==> src/include/pjs_pkg.sv <==
// package: constants and carriers of the program jump and loop sequencer
package pjs_pkg;

  localparam int ADDR_W = 16;
  localparam int CNT_W = 16;
  localparam int TASK_W = 4;
  localparam int JNUM_W = 7;
  localparam int JUMP_NUMS = 128;
  localparam logic [CNT_W-1:0] JUMP_NUM_MAX = 16'h007F;
  localparam int LOOP_DEPTH = 15;
  localparam int DEPTH_W = 4;
  localparam logic [DEPTH_W-1:0] DEPTH_FULL = 4'hF;
  localparam logic [CNT_W-1:0] COUNT_ZERO = 16'h0000;
  localparam logic [CNT_W-1:0] COUNT_ONE = 16'h0001;

  // flag reset values
  localparam logic ERR_RST = 1'b0;
  localparam logic EQ_RST = 1'b0;
  localparam logic NEG_RST = 1'b0;

  // timing
  localparam int CLK_PERIOD_NS = 8;
  localparam int MS_NS = 1000000;
  localparam int TICK_1MS_CYC = (MS_NS + CLK_PERIOD_NS - 1) / CLK_PERIOD_NS;
  localparam logic [3:0] DECADE_LAST = 4'h9;
  localparam int MAX_CYCLE_MS = 1000;

  typedef enum logic [2:0] {
    OP_OTHER = 3'b000,
    OP_JUMP_ON_OFF = 3'b001,
    OP_JUMP_ON_ON = 3'b010,
    OP_JUMP_TARGET_MARKER = 3'b011,
    OP_LOOP_START = 3'b100,
    OP_LOOP_END = 3'b101,
    OP_LOOP_BREAK = 3'b110
  } pjs_op_e;

  typedef struct packed {
    logic [2:0] op;
    logic [ADDR_W-1:0] addr;
    logic [CNT_W-1:0] operand;
    logic cond;
    logic block;
    logic [TASK_W-1:0] task_id;
  } pjs_instr_s;

  typedef struct packed {
    logic branch;
    logic [ADDR_W-1:0] target;
    logic no_operation;
    logic edge_ok;
  } pjs_resp_s;

  typedef struct packed {
    logic [ADDR_W-1:0] start;
    logic [CNT_W-1:0] count;
    logic [TASK_W-1:0] task_id;
  } pjs_loop_s;

endpackage

==> src/verilog/pjs_sequencer.sv <==
// program jump and loop sequencer of the controller scan
`timescale 1ns/1ns
`default_nettype none
module pjs_sequencer #(
  parameter int TICK_CYC = pjs_pkg::TICK_1MS_CYC,
  parameter int MAX_MS = pjs_pkg::MAX_CYCLE_MS
) (
  // clock and reset
  input wire logic sys_clk_i,
  input wire logic nrst_i,
  // marker table load
  input wire logic tgt_clear_i,
  input wire logic tgt_wr_i,
  input wire logic [pjs_pkg::JNUM_W-1:0] tgt_num_i,
  input wire logic [pjs_pkg::ADDR_W-1:0] tgt_addr_i,
  // instruction stream
  input wire logic instr_valid_i,
  output logic instr_ready_o,
  input wire pjs_pkg::pjs_instr_s instr_i,
  // answer
  output logic resp_valid_o,
  output pjs_pkg::pjs_resp_s resp_o,
  // condition flags
  output logic error_flag_o,
  output logic equals_flag_o,
  output logic negative_flag_o,
  // scan supervision and timer ticks
  input wire logic scan_start_i,
  output logic cycle_too_long_o,
  output logic tick_1ms_o,
  output logic tick_10ms_o,
  output logic tick_100ms_o
);
  localparam int AW = pjs_pkg::ADDR_W;
  localparam int DW = pjs_pkg::DEPTH_W;
  localparam int LW = $bits(pjs_pkg::pjs_loop_s);

  typedef enum logic [1:0] {
    ST_IDLE = 2'b00,
    ST_TGT = 2'b01,
    ST_TOP = 2'b10
  } pjs_state_e;

  function automatic logic [AW-1:0] next_addr(input logic [AW-1:0] a);
    next_addr = a + 16'h0001;
  endfunction

  pjs_state_e state_reg;
  pjs_state_e state_next;
  pjs_pkg::pjs_instr_s hold_reg;
  logic [DW-1:0] depth_reg;
  logic [pjs_pkg::LOOP_DEPTH-1:0] repeat_reg;
  logic nop_active_reg;
  logic nop_pop_reg;
  logic [DW-1:0] nop_nest_reg;
  logic accept;
  logic tgt_rd_c;
  logic tgt_valid;
  logic [AW-1:0] tgt_addr;
  logic stk_rd_c;
  logic stk_wr_c;
  logic [DW-1:0] stk_wr_idx_c;
  pjs_pkg::pjs_loop_s stk_wdata_c;
  logic [LW-1:0] stk_rdata;
  pjs_pkg::pjs_loop_s top;
  logic resp_fire_c;
  pjs_pkg::pjs_resp_s resp_c;
  logic push_c;
  logic pop_c;
  logic loopback_c;
  logic nop_enter_c;
  logic nop_pop_c;
  logic nop_exit_c;
  logic nop_in_c;
  logic err_wr_c;
  logic err_c;
  logic eqn_clr_c;
  logic take;

  assign instr_ready_o = (state_reg == ST_IDLE);
  assign accept = instr_valid_i && instr_ready_o;
  assign top = pjs_pkg::pjs_loop_s'(stk_rdata);

  pjs_target_table u_table (
    .sys_clk_i(sys_clk_i),
    .nrst_i(nrst_i),
    .clear_i(tgt_clear_i),
    .wr_i(tgt_wr_i),
    .wr_num_i(tgt_num_i),
    .wr_addr_i(tgt_addr_i),
    .rd_i(tgt_rd_c),
    .rd_num_i(instr_i.operand[pjs_pkg::JNUM_W-1:0]),
    .rd_valid_o(tgt_valid),
    .rd_addr_o(tgt_addr)
  );

  pjs_loop_stack u_stack (
    .sys_clk_i(sys_clk_i),
    .nrst_i(nrst_i),
    .wr_i(stk_wr_c),
    .wr_idx_i(stk_wr_idx_c),
    .wr_data_i(LW'(stk_wdata_c)),
    .rd_i(stk_rd_c),
    .rd_idx_i(depth_reg - 4'h1),
    .rd_data_o(stk_rdata)
  );

  ////////////////////////////////////////////////////////////////////////////
  // decision logic

  // jump condition chosen from the instruction held during lookup
  always_comb begin
    if (hold_reg.op == pjs_pkg::OP_JUMP_ON_OFF) begin
      take = hold_reg.block || !hold_reg.cond;
    end else begin
      take = hold_reg.cond;
    end
  end

  always_comb begin
    state_next = state_reg;
    tgt_rd_c = 1'b0;
    stk_rd_c = 1'b0;
    stk_wr_c = 1'b0;
    stk_wr_idx_c = depth_reg;
    stk_wdata_c = '0;
    resp_fire_c = 1'b0;
    resp_c = '0;
    resp_c.edge_ok = ~|repeat_reg;
    push_c = 1'b0;
    pop_c = 1'b0;
    loopback_c = 1'b0;
    nop_enter_c = 1'b0;
    nop_pop_c = 1'b0;
    nop_exit_c = 1'b0;
    nop_in_c = 1'b0;
    err_wr_c = 1'b0;
    err_c = 1'b0;
    eqn_clr_c = 1'b0;
    unique case (state_reg)
      ST_IDLE: begin
        if (accept && nop_active_reg) begin
          // body of a zero-count, overflowing or broken loop: nothing executes
          resp_fire_c = 1'b1;
          resp_c.no_operation = 1'b1;
          if (instr_i.op == pjs_pkg::OP_LOOP_START) begin
            nop_in_c = 1'b1;
          end else if (instr_i.op == pjs_pkg::OP_LOOP_END) begin
            nop_exit_c = 1'b1;
          end
        end else if (accept) begin
          resp_fire_c = 1'b1;
          unique case (instr_i.op)
            pjs_pkg::OP_JUMP_ON_OFF, pjs_pkg::OP_JUMP_ON_ON: begin
              if (instr_i.operand > pjs_pkg::JUMP_NUM_MAX) begin
                err_wr_c = 1'b1;
                err_c = 1'b1;
              end else begin
                resp_fire_c = 1'b0;
                tgt_rd_c = 1'b1;
                state_next = ST_TGT;
              end
            end
            pjs_pkg::OP_LOOP_START: begin
              err_wr_c = 1'b1;
              eqn_clr_c = 1'b1;
              if (depth_reg == pjs_pkg::DEPTH_FULL) begin
                err_c = 1'b1;
                nop_enter_c = 1'b1;
              end else if (instr_i.operand == pjs_pkg::COUNT_ZERO) begin
                nop_enter_c = 1'b1;
              end else begin
                push_c = 1'b1;
                stk_wr_c = 1'b1;
                stk_wdata_c.start = next_addr(instr_i.addr);
                stk_wdata_c.count = instr_i.operand;
                stk_wdata_c.task_id = instr_i.task_id;
              end
            end
            pjs_pkg::OP_LOOP_END: begin
              if (depth_reg != '0) begin
                resp_fire_c = 1'b0;
                stk_rd_c = 1'b1;
                state_next = ST_TOP;
              end
            end
            pjs_pkg::OP_LOOP_BREAK: begin
              if (instr_i.cond) begin
                err_wr_c = 1'b1;
                eqn_clr_c = 1'b1;
                if (depth_reg != '0) begin
                  nop_enter_c = 1'b1;
                  nop_pop_c = 1'b1;
                end
              end
            end
            default: begin
            end
          endcase
        end
      end
      ST_TGT: begin
        state_next = ST_IDLE;
        resp_fire_c = 1'b1;
        err_wr_c = 1'b1;
        if (!tgt_valid) begin
          err_c = (hold_reg.op == pjs_pkg::OP_JUMP_ON_OFF);
        end else if (take) begin
          // fetch resumes at the marker: skipped words are never fetched
          resp_c.branch = 1'b1;
          resp_c.target = tgt_addr;
        end
      end
      ST_TOP: begin
        state_next = ST_IDLE;
        resp_fire_c = 1'b1;
        if (top.task_id != hold_reg.task_id) begin
          pop_c = 1'b1;
        end else if (top.count > pjs_pkg::COUNT_ONE) begin
          loopback_c = 1'b1;
          stk_wr_c = 1'b1;
          stk_wr_idx_c = depth_reg - 4'h1;
          stk_wdata_c = top;
          stk_wdata_c.count = top.count - pjs_pkg::COUNT_ONE;
          resp_c.branch = 1'b1;
          resp_c.target = top.start;
        end else begin
          pop_c = 1'b1;
        end
      end
      default: begin
        state_next = ST_IDLE;
      end
    endcase
  end

  ////////////////////////////////////////////////////////////////////////////
  // sequencing state

  always_ff @(posedge sys_clk_i) begin
    if (!nrst_i) begin
      state_reg <= ST_IDLE;
      hold_reg <= '0;
    end else begin
      state_reg <= state_next;
      if (accept) begin
        hold_reg <= instr_i;
      end
    end
  end

  // loop depth and per-level repeat marks
  always_ff @(posedge sys_clk_i) begin
    if (!nrst_i) begin
      depth_reg <= '0;
      repeat_reg <= '0;
    end else if (push_c) begin
      depth_reg <= depth_reg + 4'h1;
      repeat_reg[depth_reg] <= 1'b0;
    end else if (pop_c || (nop_exit_c && nop_nest_reg == '0 && nop_pop_reg)) begin
      depth_reg <= depth_reg - 4'h1;
      repeat_reg[depth_reg - 4'h1] <= 1'b0;
    end else if (loopback_c) begin
      // later passes of a level suppress edge instructions until the level pops
      repeat_reg[depth_reg - 4'h1] <= 1'b1;
    end
  end

  // no-operation region tracking, nested loop starts are counted through
  always_ff @(posedge sys_clk_i) begin
    if (!nrst_i) begin
      nop_active_reg <= 1'b0;
      nop_pop_reg <= 1'b0;
      nop_nest_reg <= '0;
    end else if (nop_enter_c) begin
      nop_active_reg <= 1'b1;
      nop_pop_reg <= nop_pop_c;
      nop_nest_reg <= '0;
    end else if (nop_in_c) begin
      nop_nest_reg <= nop_nest_reg + 4'h1;
    end else if (nop_exit_c) begin
      if (nop_nest_reg == '0) begin
        nop_active_reg <= 1'b0;
        nop_pop_reg <= 1'b0;
      end else begin
        nop_nest_reg <= nop_nest_reg - 4'h1;
      end
    end
  end

  ////////////////////////////////////////////////////////////////////////////
  // answer and flags

  always_ff @(posedge sys_clk_i) begin
    if (!nrst_i) begin
      resp_valid_o <= 1'b0;
      resp_o <= '0;
    end else begin
      resp_valid_o <= resp_fire_c;
      if (resp_fire_c) begin
        resp_o <= resp_c;
      end
    end
  end

  always_ff @(posedge sys_clk_i) begin
    if (!nrst_i) begin
      error_flag_o <= pjs_pkg::ERR_RST;
      equals_flag_o <= pjs_pkg::EQ_RST;
      negative_flag_o <= pjs_pkg::NEG_RST;
    end else begin
      if (err_wr_c) begin
        error_flag_o <= err_c;
      end
      if (eqn_clr_c) begin
        equals_flag_o <= 1'b0;
        negative_flag_o <= 1'b0;
      end
    end
  end

  ////////////////////////////////////////////////////////////////////////////
  // timer ticks and cycle watchdog

  // ticks run free of the program flow so timers in skipped code keep timing
  logic [$clog2(TICK_CYC)-1:0] div_reg;
  logic [3:0] dec10_reg;
  logic [3:0] dec100_reg;
  logic [$clog2(MAX_MS+1)-1:0] scan_ms_reg;

  always_ff @(posedge sys_clk_i) begin
    if (!nrst_i) begin
      div_reg <= '0;
      tick_1ms_o <= 1'b0;
    end else if (div_reg == ($clog2(TICK_CYC))'(TICK_CYC - 1)) begin
      div_reg <= '0;
      tick_1ms_o <= 1'b1;
    end else begin
      div_reg <= div_reg + 1'b1;
      tick_1ms_o <= 1'b0;
    end
  end

  always_ff @(posedge sys_clk_i) begin
    if (!nrst_i) begin
      dec10_reg <= '0;
      dec100_reg <= '0;
      tick_10ms_o <= 1'b0;
      tick_100ms_o <= 1'b0;
    end else begin
      tick_10ms_o <= 1'b0;
      tick_100ms_o <= 1'b0;
      if (tick_1ms_o) begin
        dec10_reg <= (dec10_reg == pjs_pkg::DECADE_LAST) ? 4'h0 : dec10_reg + 4'h1;
        if (dec10_reg == pjs_pkg::DECADE_LAST) begin
          tick_10ms_o <= 1'b1;
          dec100_reg <= (dec100_reg == pjs_pkg::DECADE_LAST) ? 4'h0 : dec100_reg + 4'h1;
          tick_100ms_o <= (dec100_reg == pjs_pkg::DECADE_LAST);
        end
      end
    end
  end

  // the error is fatal to the scan, so only reset clears it
  always_ff @(posedge sys_clk_i) begin
    if (!nrst_i) begin
      scan_ms_reg <= '0;
      cycle_too_long_o <= 1'b0;
    end else begin
      if (scan_start_i) begin
        scan_ms_reg <= '0;
      end else if (tick_1ms_o && !cycle_too_long_o) begin
        scan_ms_reg <= scan_ms_reg + 1'b1;
      end
      if (scan_ms_reg >= ($clog2(MAX_MS+1))'(MAX_MS)) begin
        cycle_too_long_o <= 1'b1;
      end
    end
  end
endmodule
`default_nettype wire

==> src/verilog/pjs_target_table.sv <==
// jump target table: lowest marker address per jump number
`timescale 1ns/1ns
`default_nettype none
module pjs_target_table #(
  parameter int NUMS = pjs_pkg::JUMP_NUMS,
  parameter int NUM_W = pjs_pkg::JNUM_W,
  parameter int AW = pjs_pkg::ADDR_W
) (
  // clock and reset
  input wire logic sys_clk_i,
  input wire logic nrst_i,
  // program load side
  input wire logic clear_i,
  input wire logic wr_i,
  input wire logic [NUM_W-1:0] wr_num_i,
  input wire logic [AW-1:0] wr_addr_i,
  // lookup side
  input wire logic rd_i,
  input wire logic [NUM_W-1:0] rd_num_i,
  output logic rd_valid_o,
  output logic [AW-1:0] rd_addr_o
);
  logic [AW-1:0] mem [NUMS];
  logic [NUMS-1:0] valid_reg;

  // markers arrive in rising address order, so the first one kept is the lowest
  always_ff @(posedge sys_clk_i) begin
    if (!nrst_i || clear_i) begin
      valid_reg <= '0;
    end else if (wr_i && !valid_reg[wr_num_i]) begin
      valid_reg[wr_num_i] <= 1'b1;
    end
  end

  always_ff @(posedge sys_clk_i) begin
    if (wr_i && !valid_reg[wr_num_i]) begin
      mem[wr_num_i] <= wr_addr_i;
    end
  end

  always_ff @(posedge sys_clk_i) begin
    if (!nrst_i) begin
      rd_valid_o <= 1'b0;
      rd_addr_o <= '0;
    end else if (rd_i) begin
      rd_valid_o <= valid_reg[rd_num_i];
      rd_addr_o <= mem[rd_num_i];
    end
  end
endmodule
`default_nettype wire

==> src/verilog/pjs_loop_stack.sv <==
// loop stack memory with registered read data
`timescale 1ns/1ns
`default_nettype none
module pjs_loop_stack #(
  parameter int DEPTH = pjs_pkg::LOOP_DEPTH,
  parameter int IW = pjs_pkg::DEPTH_W,
  parameter int W = $bits(pjs_pkg::pjs_loop_s)
) (
  // clock and reset
  input wire logic sys_clk_i,
  input wire logic nrst_i,
  // write port
  input wire logic wr_i,
  input wire logic [IW-1:0] wr_idx_i,
  input wire logic [W-1:0] wr_data_i,
  // read port
  input wire logic rd_i,
  input wire logic [IW-1:0] rd_idx_i,
  output logic [W-1:0] rd_data_o
);
  logic [W-1:0] mem [DEPTH];

  always_ff @(posedge sys_clk_i) begin
    if (wr_i) begin
      mem[wr_idx_i] <= wr_data_i;
    end
  end

  always_ff @(posedge sys_clk_i) begin
    if (!nrst_i) begin
      rd_data_o <= '0;
    end else if (rd_i) begin
      rd_data_o <= mem[rd_idx_i];
    end
  end
endmodule
`default_nettype wire

==> config.mk <==
export PLATFORM = sky130hd
export DESIGN_NAME = pjs_sequencer
export DESIGN_NICKNAME = d
export VERILOG_FILES = /design/src/include/pjs_pkg.sv /design/src/verilog/pjs_sequencer.sv /design/src/verilog/pjs_target_table.sv /design/src/verilog/pjs_loop_stack.sv
export SDC_FILE = /design/constraint.sdc
export NUM_CORES = 2
export LEC_CHECK = 0
export BUFFER_PORTS_ARGS = -buffer_cell sky130_fd_sc_hd__clkbuf_2
export CELL_PAD_IN_SITES_DETAIL_PLACEMENT = 0
export CELL_PAD_IN_SITES_GLOBAL_PLACEMENT = 1
export CORE_ASPECT_RATIO = 1.5
export CORE_UTILIZATION = 60
export CTS_BUF_LIST = sky130_fd_sc_hd__clkbuf_16
export CTS_CLUSTER_DIAMETER = 60
export DETAILED_ROUTE_END_ITERATION = 8
export GPL_ROUTABILITY_DRIVEN = 0
export PLACE_DENSITY_LB_ADDON = 0.2
export SKIP_CTS_REPAIR_TIMING = 1
export SYNTH_ARGS = -nofsm -noshare
export SYNTH_HDL_FRONTEND = slang
export SYNTH_SLANG_ARGS = --single-unit
==> constraint.sdc <==
create_clock -name sys_clk_i -period 10 [get_ports sys_clk_i]
set_clock_uncertainty 0.15 [all_clocks]
set_input_delay 1.5 -clock sys_clk_i [delete_from_list [all_inputs] [get_ports sys_clk_i]]
set_output_delay 1.5 -clock sys_clk_i [all_outputs]
set_load 0.02 [all_outputs]
# Yosys cells after proc, flatten, opt, wreduce, memory -nomap -nowiden
# Memory sizes are Yosys's and may differ from the RTL's. A register that Yosys moved wholly into a read port is not among the register bits.
# Cells that the tools add are included.
dict set report word_totals {
  output_inout_bits 28
  mem_bits_rw 2588
  memories 2
  elab_cells 226
  regBits 225
}
dict set report op_classes {
  reduce_logical 42
  n_eq_ne 17
  mux 111
  order_cmp 10
  add_sub_neg 10
  bitwise 8
}
# name words word_bits rd rd_clocked_by_memory_dff write_ports line_no
set mem_list {}
lappend mem_list {u_table.mem 128 16 1 1 1 pjs_target_table.sv:23} ;# logic [AW-1:0] mem [NUMS];
lappend mem_list {u_stack.mem 15 36 1 1 1 pjs_loop_stack.sv:21} ;# logic [W-1:0] mem [DEPTH];
# cell count
set ops {}
lappend ops {{2-to-1 mux 36 bit} 7}
lappend ops {{OR 128 bit} 1}
lappend ops {{one-hot mux 36 bit (2 select lines)} 1}
lappend ops {{2-to-1 mux 1 bit} 69}
lappend ops {{2-to-1 mux 17 bit} 4}
lappend ops {{2-to-1 mux 15 bit} 3}
lappend ops {{2-to-1 mux 4 bit} 10}
lappend ops {{one-hot mux 17 bit (2 select lines)} 1}
lappend ops {{bitwise AND 15 bit} 2}
lappend ops {{inverter 15 bit} 2}
lappend ops {{adder 17 x 1 -> 17 bit, second input constant} 1}
lappend ops {{== test 17 bit, second input constant} 1}
lappend ops {{adder 16 x 1 -> 16 bit, second input constant} 1}
lappend ops {{adder 4 x 1 -> 4 bit, second input constant} 4}
lappend ops {{> comparator 16 x 1 -> 1 bit, second input constant} 1}
lappend ops {{> comparator 16 x 7 -> 1 bit, second input constant} 1}
lappend ops {{zero test 16 bit} 1}
lappend ops {{< comparator 7 x 8 -> 1 bit, second input constant} 2}
lappend ops {{subtractor 16 x 1 -> 16 bit, second input constant} 1}
lappend ops {{OR 15 bit} 1}
lappend ops {{OR reduction 15 bit} 1}
lappend ops {{binary-select mux 1 bit (select 7 bit)} 2}
lappend ops {{one-hot mux 1 bit (2 select lines)} 7}
lappend ops {{== test 4 bit, second input constant} 3}
lappend ops {{other kinds (32)} 71}

# Depth between registers and ports, before layout
dict set report depth {
  depth_word 10
  mapped_depth 14
}

# Modules after synthesis
# Synthesis repeated with hierarchy kept, for this count alone.
dict set report hier_totals {
  cells_unflattened 5666
  area_unflattened_um2 112744.4
}
# module cells_each instances area_each_um2
set modules_own_cells {}
lappend modules_own_cells {pjs_target_table 3904 1 85495.7}
lappend modules_own_cells {pjs_loop_stack 1069 1 21640.8}
lappend modules_own_cells {pjs_sequencer 693 1 5607.9}

# Worst setup path before layout
# OpenSTA, ideal clock, no wires.
dict set report synth_path {
  path_kind {input -> register}
  start {input tgt_num_i[2] in the netlist's numbering}
  end {memory u_table.mem[75][0] in the netlist's numbering (enable)}
  path_buffers 4
  setup_ns 0.431
  cell_stages 11
  setup_slack_ns 4.602
  t_arrival_ns 4.818
  path_cell_list {buf_2 > and2_0 > clkbuf_1 > a221oi_1 > a21oi_1 > o32ai_1 > a31o_2 > a311oi_1 > buf_2 > clkbuf_1 > nor4_1}
}
dict set report synth_via {
  elab_chain_len 6
}
# item line_no
set synth_rtl {}
lappend synth_rtl {{from (decl)} pjs_sequencer.sv:14} ;# input wire logic [pjs_pkg::JNUM_W-1:0] tgt_num_i,
lappend synth_rtl {{binary-select mux 1 bit (select 7 bit)} pjs_target_table.sv:36} ;# if (wr_i && !valid_reg[wr_num_i]) begin
lappend synth_rtl {{2-to-1 mux 1 bit (not written as such)} pjs_target_table.sv:36}
lappend synth_rtl {{zero test 1 bit} pjs_target_table.sv:36}
lappend synth_rtl {{logical AND 1 bit} pjs_target_table.sv:36}
lappend synth_rtl {{2-to-1 mux 1 bit} pjs_target_table.sv:36}
lappend synth_rtl {{2-to-1 mux 1 bit (not written as such)} pjs_target_table.sv:37} ;# mem[wr_num_i] <= wr_addr_i;
lappend synth_rtl {{to (decl)} pjs_target_table.sv:23}
# Parallel ways exist; a longest one is shown, timed or not. The select of a mux whose other input is x is not followed.

# Worst setup path after layout
dict set report layout_path {
  start {input tgt_num_i[4] in the netlist's numbering}
  end {memory u_table.mem[3][7] in the netlist's numbering (enable)}
}
# Same word-level chain as after synthesis.

==> results.md <==
Drt:
- The number of DRC violations after detailed routing is 0.
- The met2 wire length is between 150000 and 200000 um.
- The pre-antenna-repair detailed-routing pass consisted of 6 iterations.
- The wire length reported by the detailed router is approximately 300000 um.
- Routed signal wires occupy layers up through met5.
- Dividing the detail-routed wire length by the instance count gives approximately 34 um.
- Across all layers, the routed design uses between 60k and 70k vias.
- The met3 wirelength from detailed routing is around 21000 um.
- The count of nets left with antenna violations once routing finished came out at 0.
- In the final routing, the length of wire on met1 measures ~110000 um.
- Using the TritonRoute via totals, the vias-per-cell ratio works out to ~6.8.
- The count of routing violations after the opening detailed-route iteration is roughly 7.2k.

Die:
- The initialized floorplan defines 194 standard-cell rows.
- The initial core utilization is ~60%.
- The area of the placeable core is approximately 0.19 mm^2.
- The die covers between 0.15 and 0.2 mm^2.
- The I/O pin count is 98.
- The die width is around 360 um.
- The overall die height is between 500 and 600 um.

STA:
- Setup violations remaining at the end of the flow were counted as 0.
- The relative slew slack is ~5.0%.
- Setup repair after global routing left no endpoint under its margin.
- Setup slack closes at around 4.3 ns.
- The final number of hold-violating endpoints is 0.
- For the pin with the worst max-slew slack, the measured transition is roughly 1.4 ns.
- The final total negative setup slack is 0 ns.
- The count of final max-slew check failures was 0.
- Static timing analysis puts the maximum clock frequency at 177 MHz.
- The worst path needs 5.65 ns of the cycle, external delays included.
- In the finished design, the share of the clock period the worst path needs comes to between 50% and 60%.

Pwr:
- The power density normalized to cell area is a little under 200 mW/mm^2.
- VDD sags by at most 0.153 mV.
- The analysis attributes to cell leakage a power of a little under 40 nW.

Setup path:
- The launch point of the worst path is tgt_num_i[4].
- The setup slack of the worst register-to-register path is about 5.3 ns.
- The arrival time of data at the critical path endpoint is slightly below 6 ns.
- The critical path capture point type is a flip-flop.
- The worst setup path is launched from a primary input.
- The category of the critical setup timing path is primary input to flip-flop.
- Of all nets on the critical path, the largest fanout is ~100.
- Data on the critical path is required at its endpoint by roughly 10 ns.
- The worst register-to-register path begins at depth_reg[0]$_SDFFE_PN0P_.
- The worst register-to-register path ends at u_stack.mem[6][32]$_DFFE_PP_.
- For the worst flop-to-flop path, the logic depth is 8.
- The capture point of the worst path is u_table.mem[3][7]$_DFFE_PP_.

Synthesis:
- The number of warnings issued by yosys is 0.
- By count the netlist is led by 2588 x edfxtp_1, 646 x mux4_2, 292 x nand2_1.
- For this run, the leading register cell type out of synthesis is edfxtp_1.
- Averaged over all synthesized cells, the footprint is about 19 um^2.
- Sequential cells were found to cover approximately three quarters of the synthesized design area.
- Summed over its instances, the top area cell type makes up between 60 and 70% of the synthesized netlist area.
- The cell with the most instances after synthesis is edfxtp_1.
- Summed over all instances, the cell type with the most area after synthesis is edfxtp_1.
- The cell area that synthesis handed to floorplanning was approximately 0.11 mm^2.
- The number of flops mapped to enable cells by yosys is 2588.
- Synthesis inferred 2865 register bits.
- After synthesis, the cell types taking the most area are edfxtp_1 69%, mux4_2 13%, dfxtp_1 4.9%.
- In this run, distinct cell masters in the synthesized netlist total 74.
- The gate count of the mapped netlist is 5947.
- In the synthesized netlist the async set-or-reset flop fraction comes to 0%.

Cells and area:
- Relative to the synthesized area, the layout overhead comes to 11.8%.
- In the final design database the tool counted between 6k and 7k nets.
- The fraction of final layout cells with drive strength greater than 1 is between 20% and 30%.
- The number of flip-flops in the largest register is slightly above 2k.

GRT:
- The number of global-route vias before repair is slightly above 60k.
- The leftover overflow at the end of global routing is 0.
- The global-route usage over all layers is 31.9%.
- The first global-routing pass estimated 430000 um of wire.
- Entering global routing, the biggest net connects ~120 pins.
- The number of antenna violations at the first check in global routing is 9.

Place:
- The number of port buffers is 95.
- At the placement stage, the worst setup path has a slack of around 3.3 ns.
- The detailed placement HPWL is 184000 um.

Clock network:
- The clock reaches the later pin of the worst-skew pair after between 0.8 and 0.9 ns.
- Buffers inserted during clock tree synthesis total ~270.
- The TritonCTS clock tree is yes.
- The H-tree depth is 5.
- Clock-pin slew was measured on the worst setup and hold paths at ~0.06 ns.
- Clock tree synthesis selected as its root buffer the cell clkbuf_16.
- Counting along the longest clock path gives a buffer depth of 4.
- The tree built by TritonCTS fans out to 2865 sinks.

Status:
- The run finished with clean final reports.

Run:
- The number of maximum-capacitance violations is 0.

Min path:
- The tightest min-delay check is of the flip-flop to flip-flop type.
report_power, final:
group	switching (mW)	total, mW	internal, mW
combinational	0.814	1.21	0.396
sequential	0.0171	13.1	13.0
clock	4.35	10.1	5.74
total	5.18	24.4	19.2
worst min-delay path by stage:
stage | from | end | slack, ns | cells after the start
after global placement | div_reg[0]$_SDFF_PP0_ | div_reg[0]$_SDFF_PP0_ | 0.27 | 1
after CTS | div_reg[0]$_SDFF_PP0_ | div_reg[0]$_SDFF_PP0_ | 0.30 | 1
after floorplan | div_reg[0]$_SDFF_PP0_ | div_reg[0]$_SDFF_PP0_ | 0.26 | 1
after detailed placement | div_reg[0]$_SDFF_PP0_ | div_reg[0]$_SDFF_PP0_ | 0.29 | 1
after global routing | div_reg[0]$_SDFF_PP0_ | div_reg[0]$_SDFF_PP0_ | 0.34 | 1
final | div_reg[0]$_SDFF_PP0_ | div_reg[0]$_SDFF_PP0_ | 0.30 | 1
metrics by stage:
step	utilization, %	total power [mW]	hold slack, ns	instances	instance area [um^2]
2_1_floorplan	-	14.0	0.263	5948	112000
3_3_place_gp	62.9	14.5	0.273	8358	117000
3_5_place_dp	62.9	14.5	0.293	8358	117000
4_1_cts	67.5	24.5	0.302	8829	125000
5_1_grt	67.5	24.9	0.335	8833	125000
6_report	67.5	24.4	0.300	8835	125000
worst max-delay path: stages:
cell	delay (ns)
clkbuf_2	0.30
nor2b_1	0.41
nand2_1	0.65
a31o_2	0.46
a2111oi_0	0.46
or3_1	0.24
a311oi_4	0.14
buf_12	0.36
nor3_2	1.20
cell type report:
class	instances	area, um^2
clock inverter	193	1590
tap	2450	3070
sequential	2865	83300
clock buffer	278	6960
multi-input combinational	2688	28100
timing repair buffer	330	2390
fill	12041	60500
inverter	25	95.1
antenna	6	15.0
kinds of logic (layout without fill, tap and decap cells):
logic type               after synthesis  after routing  share of synthesized area (%)
flip-flops                          2865           2865                           74.2
multiplexers                         787            787                           14.3
adder cells (fa/ha/maj)               21             21                          0.241
buffers and inverters                395            826                           1.42
XOR/XNOR                              65             65                          0.507
other                                  1              8                        0.00334
AND/OR/NAND/NOR                      947            947                           3.90
AO/OA/AOI/OAI                        866            866                           5.42
layout by cell type (no fill, tap or decap), drive strengths merged, types with 10 or more instances in the layout:
cell type	instances
a211oi	59
a21oi	145
a221oi	77
a22o	76
a22oi	140
a311oi	28
a31oi	21
and2	11
and3	17
buf	253
bufinv	27
clkbuf	355
clkinv	94
clkinvlp	10
dfxtp	277
edfxtp	2588
ha	20
inv	87
mux2	31
mux2i	108
mux4	648
nand2	295
nand2b	19
nand3	109
nand4	23
nor2	263
nor2b	31
nor3	116
nor4	27
o21a	68
o21ai	128
o22ai	20
o2bb2ai	18
o31ai	29
o32ai	16
xnor2	35
xor2	30
metal layers:
metal  track usage, %  vias up
met5                0        -
met4             15.2        6
met3             4.98      659
met2             55.1     2990
met1             39.3    31764
li1                 -    24936
Note: power is estimated with default switching activity, not from simulation.
